File: src/logic/ghs_pkg.sv
// package: register map, reset values and carriers of the hibernate and serial line block
package ghs_pkg;

   // ----------------------------------------
   // register indices and byte addresses
   // ----------------------------------------
   localparam logic [31:0] GHS_IDX_HIB_KEEP = 32'h0b000318;
   localparam logic [31:0] GHS_IDX_SER_CTL  = 32'h0b00031a;
   localparam logic [31:0] GHS_IDX_PIN_SEL  = 32'h0b000340;
   localparam logic [31:0] GHS_IDX_STATUS   = 32'h0b000342;
   localparam logic [31:0] GHS_ADR_HIB_KEEP = GHS_IDX_HIB_KEEP << 2;
   localparam logic [31:0] GHS_ADR_SER_CTL  = GHS_IDX_SER_CTL << 2;
   localparam logic [31:0] GHS_ADR_PIN_SEL  = GHS_IDX_PIN_SEL << 2;
   localparam logic [31:0] GHS_ADR_STATUS   = GHS_IDX_STATUS << 2;

   // ----------------------------------------
   // serial line control fields
   // ----------------------------------------
   localparam int GHS_BIT_CH1_LOOP = 15;
   localparam int GHS_BIT_CH1_RXD  = 11;
   localparam int GHS_BIT_CH1_CTS  = 10;
   localparam int GHS_BIT_CH1_DSR  = 9;
   localparam int GHS_BIT_CH1_DCD  = 8;
   localparam int GHS_BIT_CH2_LOOP = 7;
   localparam int GHS_BIT_CH2_CTS  = 2;
   localparam int GHS_BIT_CH2_DSR  = 1;
   localparam int GHS_BIT_CH2_DCD  = 0;
   localparam logic [15:0] GHS_SER_CTL_WMASK = 16'h8f87;

   // ----------------------------------------
   // values after the rtc domain reset
   // ----------------------------------------
   localparam logic [15:0] GHS_RST_HIB_KEEP = 16'h0000;
   localparam logic [15:0] GHS_RST_SER_CTL  = 16'h0f07;
   localparam logic [6:0]  GHS_RST_PIN_SEL  = 7'h00;

   // ----------------------------------------
   // bus answers
   // ----------------------------------------
   localparam logic [1:0] GHS_RESP_OKAY   = 2'h0;
   localparam logic [1:0] GHS_RESP_SLVERR = 2'h2;

   // ----------------------------------------
   // serial line input set, one bit per line
   // ----------------------------------------
   typedef struct packed {
      logic rxd1;
      logic cts1_n;
      logic dsr1_n;
      logic dcd1_n;
      logic cts2_n;
      logic dsr2_n;
      logic dcd2_n;
   } ghs_lines_s;

   // modem outputs of one channel
   typedef struct packed {
      logic dtr_n;
      logic rts_n;
   } ghs_modem_s;

endpackage

File: src/logic/ghs_top.sv
// module: hibernate pin keep control and serial line input source selection, AXI4-Lite slave
//
// What this block does
// - keep bit 0: output floats, input ignored
// - keep bit 1: output driven, input monitored
// - wake only from pins with keep set
// - rtc reset clears keep and pin select, sets control to 0f07; other resets keep values
// - ch1 loop: dtr to dsr, rts to cts
// - ch2 loop: dtr to dsr, rts to cts
// - ch1 rxd from bit 11 without pin
// - ch1 cts from bit 10 otherwise
// - ch1 dsr from bit 9 otherwise
// - ch1 dcd from bit 8 without pin
// - ch2 cts from bit 2 otherwise
// - ch2 dsr from bit 1 otherwise
// - ch2 dcd from bit 0 without pin
// - reserved control bits read as zero
`timescale 1ns/1ps
module ghs_top #(
   parameter int NPIN = 16
) (
   input  wire logic                I_CLK,
   input  wire logic                I_RST_B,
   input  wire logic                I_RTC_RST_B,
   input  wire logic [31:0]         S_AXI_AWADDR,
   input  wire logic [2:0]          S_AXI_AWPROT,
   input  wire logic                S_AXI_AWVALID,
   output wire logic                S_AXI_AWREADY,
   input  wire logic [31:0]         S_AXI_WDATA,
   input  wire logic [3:0]          S_AXI_WSTRB,
   input  wire logic                S_AXI_WVALID,
   output wire logic                S_AXI_WREADY,
   output wire logic [1:0]          S_AXI_BRESP,
   output wire logic                S_AXI_BVALID,
   input  wire logic                S_AXI_BREADY,
   input  wire logic [31:0]         S_AXI_ARADDR,
   input  wire logic [2:0]          S_AXI_ARPROT,
   input  wire logic                S_AXI_ARVALID,
   output wire logic                S_AXI_ARREADY,
   output wire logic [31:0]         S_AXI_RDATA,
   output wire logic [1:0]          S_AXI_RRESP,
   output wire logic                S_AXI_RVALID,
   input  wire logic                S_AXI_RREADY,
   input  wire logic                i_hib_mode,
   input  wire logic [NPIN-1:0]     i_gpio_pin_in,
   input  wire logic [NPIN-1:0]     i_gpio_core_out,
   input  wire logic [NPIN-1:0]     i_gpio_core_oe,
   output logic      [NPIN-1:0]     o_gpio_pin_out,
   output logic      [NPIN-1:0]     o_gpio_pin_oe,
   output logic      [NPIN-1:0]     o_gpio_core_in,
   output logic                     o_wake,
   input  wire ghs_pkg::ghs_lines_s i_line_pin,
   input  wire ghs_pkg::ghs_modem_s i_ch1_modem,
   input  wire ghs_pkg::ghs_modem_s i_ch2_modem,
   output ghs_pkg::ghs_lines_s      o_line_to_ser
);

   // ----------------------------------------
   // elaboration checks
   // ----------------------------------------
   if (NPIN < 1 || NPIN > 16) begin : g_bad_npin
      $error("ghs_top: NPIN must be 1 to 16");
   end

   // ----------------------------------------
   // resets
   // ----------------------------------------
   // bus state follows every reset; stored settings only the rtc one
   wire bus_rst = !I_RST_B || !I_RTC_RST_B;
   wire cfg_rst = !I_RTC_RST_B;

   // ----------------------------------------
   // register storage
   // ----------------------------------------
   logic [15:0] hib_pin_keep_r;
   logic [15:0] hib_pin_keep_nxt;
   logic [15:0] ser_ctl_r;
   logic [15:0] ser_ctl_nxt;
   logic [6:0]  pin_sel_r;
   logic [6:0]  pin_sel_nxt;

   // ----------------------------------------
   // write channel
   // ----------------------------------------
   logic        aw_held_r;
   logic [31:0] aw_addr_r;
   logic        w_held_r;
   logic [31:0] w_data_r;
   logic [3:0]  w_strb_r;
   logic        bvalid_r;
   logic [1:0]  bresp_r;

   wire aw_hs = S_AXI_AWVALID && S_AXI_AWREADY;
   wire w_hs  = S_AXI_WVALID && S_AXI_WREADY;
   assign S_AXI_AWREADY = !aw_held_r && !bvalid_r;
   assign S_AXI_WREADY  = !w_held_r && !bvalid_r;

   // address and data may come in either order
   wire        aw_have = aw_held_r || aw_hs;
   wire        w_have  = w_held_r || w_hs;
   wire        do_wr   = aw_have && w_have && !bvalid_r;
   wire [31:0] wr_addr = aw_held_r ? aw_addr_r : S_AXI_AWADDR;
   wire [31:0] wr_data = w_held_r ? w_data_r : S_AXI_WDATA;
   wire [3:0]  wr_strb = w_held_r ? w_strb_r : S_AXI_WSTRB;

   wire wr_hib = wr_addr == ghs_pkg::GHS_ADR_HIB_KEEP;
   wire wr_ser = wr_addr == ghs_pkg::GHS_ADR_SER_CTL;
   wire wr_sel = wr_addr == ghs_pkg::GHS_ADR_PIN_SEL;
   wire wr_sts = wr_addr == ghs_pkg::GHS_ADR_STATUS;
   wire wr_hit = wr_hib || wr_ser || wr_sel || wr_sts;

   // byte lanes 0 and 1 carry the 16-bit registers
   wire [15:0] wr_bmask = {{8{wr_strb[1]}}, {8{wr_strb[0]}}};
   wire [15:0] wr_new   = wr_data[15:0];

   always_ff @(posedge I_CLK) begin
      if (bus_rst) begin
         aw_held_r <= 1'b0;
         aw_addr_r <= 32'h0000_0000;
      end else if (do_wr) begin
         aw_held_r <= 1'b0;
      end else if (aw_hs) begin
         aw_held_r <= 1'b1;
         aw_addr_r <= S_AXI_AWADDR;
      end
   end

   always_ff @(posedge I_CLK) begin
      if (bus_rst) begin
         w_held_r <= 1'b0;
         w_data_r <= 32'h0000_0000;
         w_strb_r <= 4'h0;
      end else if (do_wr) begin
         w_held_r <= 1'b0;
      end else if (w_hs) begin
         w_held_r <= 1'b1;
         w_data_r <= S_AXI_WDATA;
         w_strb_r <= S_AXI_WSTRB;
      end
   end

   always_ff @(posedge I_CLK) begin
      if (bus_rst) begin
         bvalid_r <= 1'b0;
         bresp_r  <= ghs_pkg::GHS_RESP_OKAY;
      end else if (do_wr) begin
         bvalid_r <= 1'b1;
         bresp_r  <= wr_hit ? ghs_pkg::GHS_RESP_OKAY : ghs_pkg::GHS_RESP_SLVERR;
      end else if (S_AXI_BREADY) begin
         bvalid_r <= 1'b0;
      end
   end

   assign S_AXI_BVALID = bvalid_r;
   assign S_AXI_BRESP  = bresp_r;

   // ----------------------------------------
   // register updates
   // ----------------------------------------
   assign hib_pin_keep_nxt = (do_wr && wr_hib) ?
                             ((hib_pin_keep_r & ~wr_bmask) | (wr_new & wr_bmask)) : hib_pin_keep_r;
   assign ser_ctl_nxt      = (do_wr && wr_ser) ?
                             (((ser_ctl_r & ~wr_bmask) | (wr_new & wr_bmask)) & ghs_pkg::GHS_SER_CTL_WMASK) :
                             ser_ctl_r;
   assign pin_sel_nxt      = (do_wr && wr_sel && wr_strb[0]) ? wr_new[6:0] : pin_sel_r;

   always_ff @(posedge I_CLK) begin
      if (cfg_rst) begin
         hib_pin_keep_r <= ghs_pkg::GHS_RST_HIB_KEEP;
         ser_ctl_r      <= ghs_pkg::GHS_RST_SER_CTL;
         pin_sel_r      <= ghs_pkg::GHS_RST_PIN_SEL;
      end else begin
         hib_pin_keep_r <= hib_pin_keep_nxt;
         ser_ctl_r      <= ser_ctl_nxt;
         pin_sel_r      <= pin_sel_nxt;
      end
   end

   // ----------------------------------------
   // read channel
   // ----------------------------------------
   logic        rvalid_r;
   logic [31:0] rdata_r;
   logic [1:0]  rresp_r;
   logic [15:0] status_w;

   wire ar_hs  = S_AXI_ARVALID && S_AXI_ARREADY;
   wire rd_hib = S_AXI_ARADDR == ghs_pkg::GHS_ADR_HIB_KEEP;
   wire rd_ser = S_AXI_ARADDR == ghs_pkg::GHS_ADR_SER_CTL;
   wire rd_sel = S_AXI_ARADDR == ghs_pkg::GHS_ADR_PIN_SEL;
   wire rd_sts = S_AXI_ARADDR == ghs_pkg::GHS_ADR_STATUS;
   wire rd_hit = rd_hib || rd_ser || rd_sel || rd_sts;

   // upper half always zero; unmapped reads return zero data
   wire [15:0] rd_val = rd_hib ? hib_pin_keep_r :
                        rd_ser ? ser_ctl_r :
                        rd_sel ? {9'h000, pin_sel_r} :
                        rd_sts ? status_w : 16'h0000;

   assign S_AXI_ARREADY = !rvalid_r;

   always_ff @(posedge I_CLK) begin
      if (bus_rst) begin
         rvalid_r <= 1'b0;
         rdata_r  <= 32'h0000_0000;
         rresp_r  <= ghs_pkg::GHS_RESP_OKAY;
      end else if (ar_hs) begin
         rvalid_r <= 1'b1;
         rdata_r  <= {16'h0000, rd_val};
         rresp_r  <= rd_hit ? ghs_pkg::GHS_RESP_OKAY : ghs_pkg::GHS_RESP_SLVERR;
      end else if (S_AXI_RREADY) begin
         rvalid_r <= 1'b0;
      end
   end

   assign S_AXI_RVALID = rvalid_r;
   assign S_AXI_RDATA  = rdata_r;
   assign S_AXI_RRESP  = rresp_r;

   // ----------------------------------------
   // pin synchronisers
   // ----------------------------------------
   logic [NPIN-1:0]     gpio_s1_r;
   logic [NPIN-1:0]     gpio_s2_r;
   logic [NPIN-1:0]     gpio_last_r;
   ghs_pkg::ghs_lines_s line_s1_r;
   ghs_pkg::ghs_lines_s line_s2_r;

   always_ff @(posedge I_CLK) begin
      if (bus_rst) begin
         gpio_s1_r <= '0;
         gpio_s2_r <= '0;
         line_s1_r <= '0;
         line_s2_r <= '0;
      end else begin
         gpio_s1_r <= i_gpio_pin_in;
         gpio_s2_r <= gpio_s1_r;
         line_s1_r <= i_line_pin;
         line_s2_r <= line_s1_r;
      end
   end

   // ----------------------------------------
   // wake arming
   // ----------------------------------------
   // synchronisers refill from zero after reset; comparing then would fake a pin edge
   logic [1:0] wake_arm_r;
   wire        wake_armed = wake_arm_r == 2'h3;

   always_ff @(posedge I_CLK) begin
      if (bus_rst) begin
         wake_arm_r <= 2'h0;
      end else if (!wake_armed) begin
         wake_arm_r <= wake_arm_r + 2'h1;
      end
   end

   // ----------------------------------------
   // hibernate pin gating, one slice per pin
   // ----------------------------------------
   logic [NPIN-1:0] keep_w;
   logic [NPIN-1:0] live_w;
   logic [NPIN-1:0] wake_hit_w;

   for (genvar p = 0; p < NPIN; p++) begin : g_pin
      assign keep_w[p] = hib_pin_keep_r[p];
      // pin live outside hibernate or when kept
      assign live_w[p] = !i_hib_mode || keep_w[p];
      assign wake_hit_w[p] = wake_armed && i_hib_mode && keep_w[p] && (gpio_s2_r[p] != gpio_last_r[p]);
   end

   always_ff @(posedge I_CLK) begin
      if (bus_rst) begin
         gpio_last_r    <= '0;
         o_gpio_pin_out <= '0;
         o_gpio_pin_oe  <= '0;
         o_gpio_core_in <= '0;
         o_wake         <= 1'b0;
      end else begin
         gpio_last_r    <= gpio_s2_r;
         o_gpio_pin_out <= i_gpio_core_out;
         o_gpio_pin_oe  <= i_gpio_core_oe & live_w;
         o_gpio_core_in <= gpio_s2_r & live_w;
         o_wake         <= |wake_hit_w;
      end
   end

   // ----------------------------------------
   // serial line source selection
   // ----------------------------------------
   ghs_pkg::ghs_lines_s sel_w;
   ghs_pkg::ghs_lines_s pin_v;
   ghs_pkg::ghs_lines_s line_nxt;

   assign sel_w = pin_sel_r;
   assign pin_v = line_s2_r;

   wire loop1 = ser_ctl_r[ghs_pkg::GHS_BIT_CH1_LOOP];
   wire loop2 = ser_ctl_r[ghs_pkg::GHS_BIT_CH2_LOOP];

   // pin wins, then loop, then register
   assign line_nxt.rxd1   = sel_w.rxd1 ? pin_v.rxd1 : ser_ctl_r[ghs_pkg::GHS_BIT_CH1_RXD];
   assign line_nxt.cts1_n = sel_w.cts1_n ? pin_v.cts1_n :
                            loop1 ? i_ch1_modem.rts_n : ser_ctl_r[ghs_pkg::GHS_BIT_CH1_CTS];
   assign line_nxt.dsr1_n = sel_w.dsr1_n ? pin_v.dsr1_n :
                            loop1 ? i_ch1_modem.dtr_n : ser_ctl_r[ghs_pkg::GHS_BIT_CH1_DSR];
   assign line_nxt.dcd1_n = sel_w.dcd1_n ? pin_v.dcd1_n : ser_ctl_r[ghs_pkg::GHS_BIT_CH1_DCD];
   assign line_nxt.cts2_n = sel_w.cts2_n ? pin_v.cts2_n :
                            loop2 ? i_ch2_modem.rts_n : ser_ctl_r[ghs_pkg::GHS_BIT_CH2_CTS];
   assign line_nxt.dsr2_n = sel_w.dsr2_n ? pin_v.dsr2_n :
                            loop2 ? i_ch2_modem.dtr_n : ser_ctl_r[ghs_pkg::GHS_BIT_CH2_DSR];
   assign line_nxt.dcd2_n = sel_w.dcd2_n ? pin_v.dcd2_n : ser_ctl_r[ghs_pkg::GHS_BIT_CH2_DCD];

   // registered so the channel never sees a decode glitch; costs one cycle
   always_ff @(posedge I_CLK) begin
      if (bus_rst) begin
         o_line_to_ser <= ghs_pkg::ghs_lines_s'(7'h7f);
      end else begin
         o_line_to_ser <= line_nxt;
      end
   end

   // ----------------------------------------
   // status view
   // ----------------------------------------
   // live line values and hibernate flag for software
   assign status_w = {i_hib_mode, o_wake, 7'h00, o_line_to_ser};

endmodule // ghs_top

File: config.mk
export PLATFORM = sky130hd
export DESIGN_NAME = ghs_top
export DESIGN_NICKNAME = d
export VERILOG_FILES = /design/src/logic/ghs_pkg.sv /design/src/logic/ghs_top.sv
export SDC_FILE = /design/constraint.sdc
export NUM_CORES = 1
export LEC_CHECK = 0
export ABC_AREA = 1
export BUFFER_PORTS_ARGS = -buffer_cell sky130_fd_sc_hd__clkbuf_2
export CAP_MARGIN = 5
export CORE_AREA = 2 2 233 120
export CTS_CLUSTER_DIAMETER = 60
export CTS_CLUSTER_SIZE = 10
export DETAILED_ROUTE_END_ITERATION = 12
export DIE_AREA = 0 0 235 122
export SLEW_MARGIN = 20
export SYNTH_ARGS = -nofsm -noshare
export SYNTH_HDL_FRONTEND = slang
export SYNTH_SLANG_ARGS = --single-unit
File: constraint.sdc
create_clock -name I_CLK -period 3.3 [get_ports I_CLK]
set_input_delay 0.66 -clock I_CLK [delete_from_list [all_inputs] [get_ports I_CLK]]
set_output_delay 0.66 -clock I_CLK [all_outputs]
set_load 0.05 [all_outputs]
# Word level (Yosys, flattened, before mapping)
# Cells that the tools add are included.
word_totals:
  mem_bits_rw: 0
  out_inout_bits: 97
  input_bits: 174
  latch_bits: 0
  wordCells: 183
  n_memories: 0
  mem_bits_ro: 0
  register_bits: 226
classes:
  addsub: 1
  n_mul: 0
  n_eq_ne: 25
  n_div: 0
  n_reduce_logical: 82
  shifts: 0
  mux: 24
  n_bitwise: 9
  order_cmp: 0
op_table:
  columns: ["operator", "count"]
  rows:
  - ["$eq 32x30->1 const B", 8]
  - ["$and 16x16->16", 5]
  - ["$mux 16", 5]
  - ["$logic_and 1x1->1", 44]
  - ["$mux 32", 1]
  - ["$or 16x16->16", 2]
  - ["$logic_or 1x1->1", 25]
  - ["$ne 1x1->1", 16]
  - ["$not 16->16", 1]
  - ["$reduce_or 16->1", 1]
  - ["$mux 1", 15]
  - ["$logic_not 1->1", 7]
  - ["$mux 2", 3]
  - ["$reduce_and 2->1", 2]
  - ["$reduce_bool 2->1", 2]
  - ["$add 2x1->2 const B", 1]
  - ["$eq 2x2->1 const B", 1]
  - ["$reduce_or 2->1", 1]
  - ["$not 1->1", 1]

# Depth between registers and ports, before layout
logic_depth:
  depth_word: 8
  depth_mapped: 15

# Least setup slack after synthesis
# No wires, ideal clock.
synth_timing:
  path_kind: "register to register"
  from: "register bvalid_r, in the netlist S_AXI_BVALID"
  to: "register with a tool-made name"
  path_slack_ns: 1.016
  setup_time_ns: 0.110
  t_arrival_ns: 2.174
  stages_incl_launch_ff: 10
  cell_sequence: "dfxtp_1 nor2_2 nand2_1 nand2_1 nand3b_2 a21oi_2 buf_2 nand4_1 nand2_1 nor2_1"
synth_rtl:
  columns: ["element", "line", "source"]
  rows:
  - ["from (decl)", "ghs_top.sv:90", "logic bvalid_r;"]
  - ["from (signal assigned)", "ghs_top.sv:144", "bvalid_r <= 1'b0;"]
  - ["from (signal assigned)", "ghs_top.sv:147", "bvalid_r <= 1'b1;"]
  - ["from (signal assigned)", "ghs_top.sv:150", "bvalid_r <= 1'b0;"]

==> impl_metrics.env <==
export IMPL_port_buffers=228
export IMPL_final_setup_viol_count=0
export IMPL_start_util=0.3420
export IMPL_ys_flop_type="dfxtp_1"
export IMPL_synth_edf_count=0
export IMPL_fin_crit_sh=0.7618
export IMPL_die_h_um=122
export IMPL_crit_family="simple AND/OR/NAND/NOR gates"
export IMPL_cts_root_buf="clkbuf_16"
export IMPL_cellPowerDensity_mw_per_mm2=525.1
export IMPL_final_layout_size_suffix_gt1_frac=0.1992
export IMPL_grt_pass1_vias=7733
export IMPL_fmax_mhz=397.8
export IMPL_finalMaxSlewViolations=0
export IMPL_cts_made_buffers=27
export IMPL_gp_congestion=0.8886
export IMPL_htree_levels=1
export IMPL_drv_cap=0
export IMPL_via_count=8577
export IMPL_post_route_min_period_ps=2514
export IMPL_grt_use_total=0.1909
export IMPL_syn2layout_area_growth_pct=23.59
export IMPL_worstSkewPairLatency_ps=550
export IMPL_grt_antenna_before_repair=5
export IMPL_p_total_mw=5.982
export IMPL_post_cts_buffers=0
export IMPL_clockBufferDepth=3
export IMPL_hold_start="i_line_pin[0]"
export IMPL_drt_initial_drc_count=624
export IMPL_place_detailed_hpwl_um=21160
export IMPL_final_util=0.4226
export IMPL_fin_ws_ps=786.0
export IMPL_r2r_start="aw_held_r"
export IMPL_path_class="flip-flop to flip-flop"
export IMPL_yosysWarnings=0
export IMPL_p_leak_nw=5.505
export IMPL_async_reset_ff_frac=0
export IMPL_avgRoutedWirePerCell_um=14.57
export IMPL_endpoint_kind="flip-flop"
export IMPL_pre_cts_slack_ps=820.7
export IMPL_max_stage_delay_ps=630
export IMPL_skew_ps=18.30
export IMPL_hold_buffers=0
export IMPL_crit_required_ps=3770
export IMPL_netlist_area_mm2=0.009218
export IMPL_ctsResizeCount=0
export IMPL_dieArea_mm2=0.02867
export IMPL_ys_ff_latch=224
export IMPL_critPathSlowestCell="dfxtp_1"
export IMPL_path_cells="buf_4, nand2_1, o21ai_1, nand2_1, nor2_1, nand3b_1, nor2_4, nand3_2, nand2_1, inv_1, nor2_1"
export IMPL_io_pins=271
export IMPL_hold_viol_final=0
export IMPL_core_mm2=0.02695
export IMPL_synth_cells=1300
export IMPL_drt_total_wl_um=27510
export IMPL_rsz0062_at_grt="no"
export IMPL_critPathLaunch="aw_held_r"
export IMPL_hp_class="input pin to flip-flop"
export IMPL_synth_avg_cell_area_um2=7.090
export IMPL_relSlewSlack=0.4854
export IMPL_clock_sinks=224
export IMPL_grt_pass1_wl_um=42660
export IMPL_synthDistinctLibCells=38
export IMPL_drc_errors=0
export IMPL_grt_max_degree=63
export IMPL_vias_per_cell=4.543
export IMPL_worstPathMaxFanout=16
export IMPL_cts_tree="done"
export IMPL_worstMarginPinSlew_ps=763.8
export IMPL_std_cell_rows=43
export IMPL_critPathBufInv=2
export IMPL_arrival_ps=2990
export IMPL_cp_start_kind="flip-flop"
export IMPL_die_w_um=235
export IMPL_clkTransAtPathRegs_ps=60
export IMPL_drt_pass1_iter_count=5
export IMPL_grt_ovfl_total=0
export IMPL_tns_ps=0
export IMPL_crit_top_cell="nand2_1"
export IMPL_status="complete, no violations"
export IMPL_num_nets_final=1698
export IMPL_postRouteAntennaNets=0
export IMPL_seq_area_frac_synth=0.4865
export IMPL_ir_drop_v=0.0003516
[cells in the mapped netlist (2+ instances only)]
| master | number | area (um^2) |
|---|---|---|
| nand3b_1 | 3 | 22.52 |
| nor2_2 | 2 | 12.51 |
| o21ai_0 | 114 | 570.6 |
| inv_1 | 218 | 818.3 |
| buf_1 | 5 | 18.77 |
| nand4_1 | 38 | 237.7 |
| a21o_1 | 4 | 30.03 |
| o21ai_1 | 11 | 55.05 |
| clkbuf_1 | 35 | 131.4 |
| dfxtp_1 | 224 | 4484 |
| nor3_1 | 24 | 120.1 |
| nor3_2 | 2 | 20.02 |
| a21oi_1 | 44 | 220.2 |
| mux2i_1 | 5 | 50.05 |
| nor2_1 | 298 | 1119 |
| inv_2 | 4 | 15.01 |
| buf_4 | 19 | 142.6 |
| buf_2 | 7 | 35.03 |
| nand2_1 | 169 | 634.4 |
| o21ai_2 | 2 | 17.52 |
| nand3_2 | 3 | 30.03 |
| or2_2 | 7 | 43.79 |
| nand3_1 | 44 | 220.2 |
| buf_6 | 3 | 33.78 |
| nor2_4 | 2 | 22.52 |
[worst paths after layout]
kind / endpoint / slack, ps / cells past startpoint
hold reg to reg: line_s2_r[4] / 400 / 2
setup / recovery: flip-flop / 790 / 11
hold / removal: line_s1_r[0] / 310 / 3
setup reg to reg: flip-flop / 790 / 11
[report_power, final]
group | switching (mW) | internal [mW]
Clock | 1.10 | 1.46
Combinational | 0.436 | 0.182
Sequential | 0.0291 | 2.77
[cell families (layout without fill, tap and decap cells)]
logic type                 after synthesis  in the layout  synth area share
and+or+nand+nor                        598            598            0.2758
buffers and inverters                  292            501            0.1300
DFF                                    224            224            0.4865
AOI/OAI and AO/OA                      178            178           0.09950
muxes                                    5              5          0.005430
adders and majority gates                1              1          0.001357
other                                    1             20         0.0004068
xor gates and xnor gates                 1              1         0.0009504
[metal layers]
| metal | up-vias | part of all wire | wire length, um | global-route usage |
|---|---|---|---|---|
| met5 | - | 0.0015 | 41 | 0 |
| met4 | 6 | 0.015 | 417 | 0.03481 |
| met3 | 40 | 0.086 | 2361 | 0.05914 |
| met2 | 259 | 0.37 | 10150 | 0.2548 |
| met1 | 3856 | 0.53 | 14530 | 0.2948 |
| li1 | 4416 | - | - | - |
[tightest hold or removal path, stage by stage]
cell and delay (ps):
clkbuf_2 80, inv_1 40, nor2_1 40
[metrics by stage]
stage,area [um^2],instances,hold WS [ps]
6_report,11390,1888,306.9
3_3_place_gp,10670,1854,399.8
3_5_place_dp,10670,1854,399.0
4_1_cts,11390,1886,286.4
5_1_grt,11390,1886,299.8
2_1_floorplan,9281,1317,393.6
[cell type report]
| cell class | instances | area (um^2) |
|---|---|---|
| diodes | 2 | 5.005 |
| clock buffers | 29 | 683.2 |
| clock inverters | 3 | 37.54 |
| fillers | 2836 | 15560 |
| inverters | 223 | 837.1 |
| multi-input cells | 801 | 3606 |
| flip-flops and latches | 224 | 4484 |
| well taps | 360 | 450.4 |
| repair buffers | 246 | 1289 |
[cell usage in the layout (no fill, tap or decap), types with 2 or more instances in the layout]
cell type  count
o21ai_0      114
conb_1        18
clkbuf_2     228
nor3_1        24
diode_2        2
nor2_2         2
nand3b_1       3
nor3_2         2
buf_4         17
nor2_4         2
or2_2          7
nand2_1      168
clkbuf_16     27
nor2_1       298
a21o_1         4
nand3_2        3
o21ai_2        2
dfxtp_1      224
clkbuf_1       2
mux2i_1        5
inv_1        217
inv_2          5
nand4_1       38
o21ai_1       11
a21oi_1       44
nand3_1       44
Note: power is estimated with default switching activity, not from simulation.
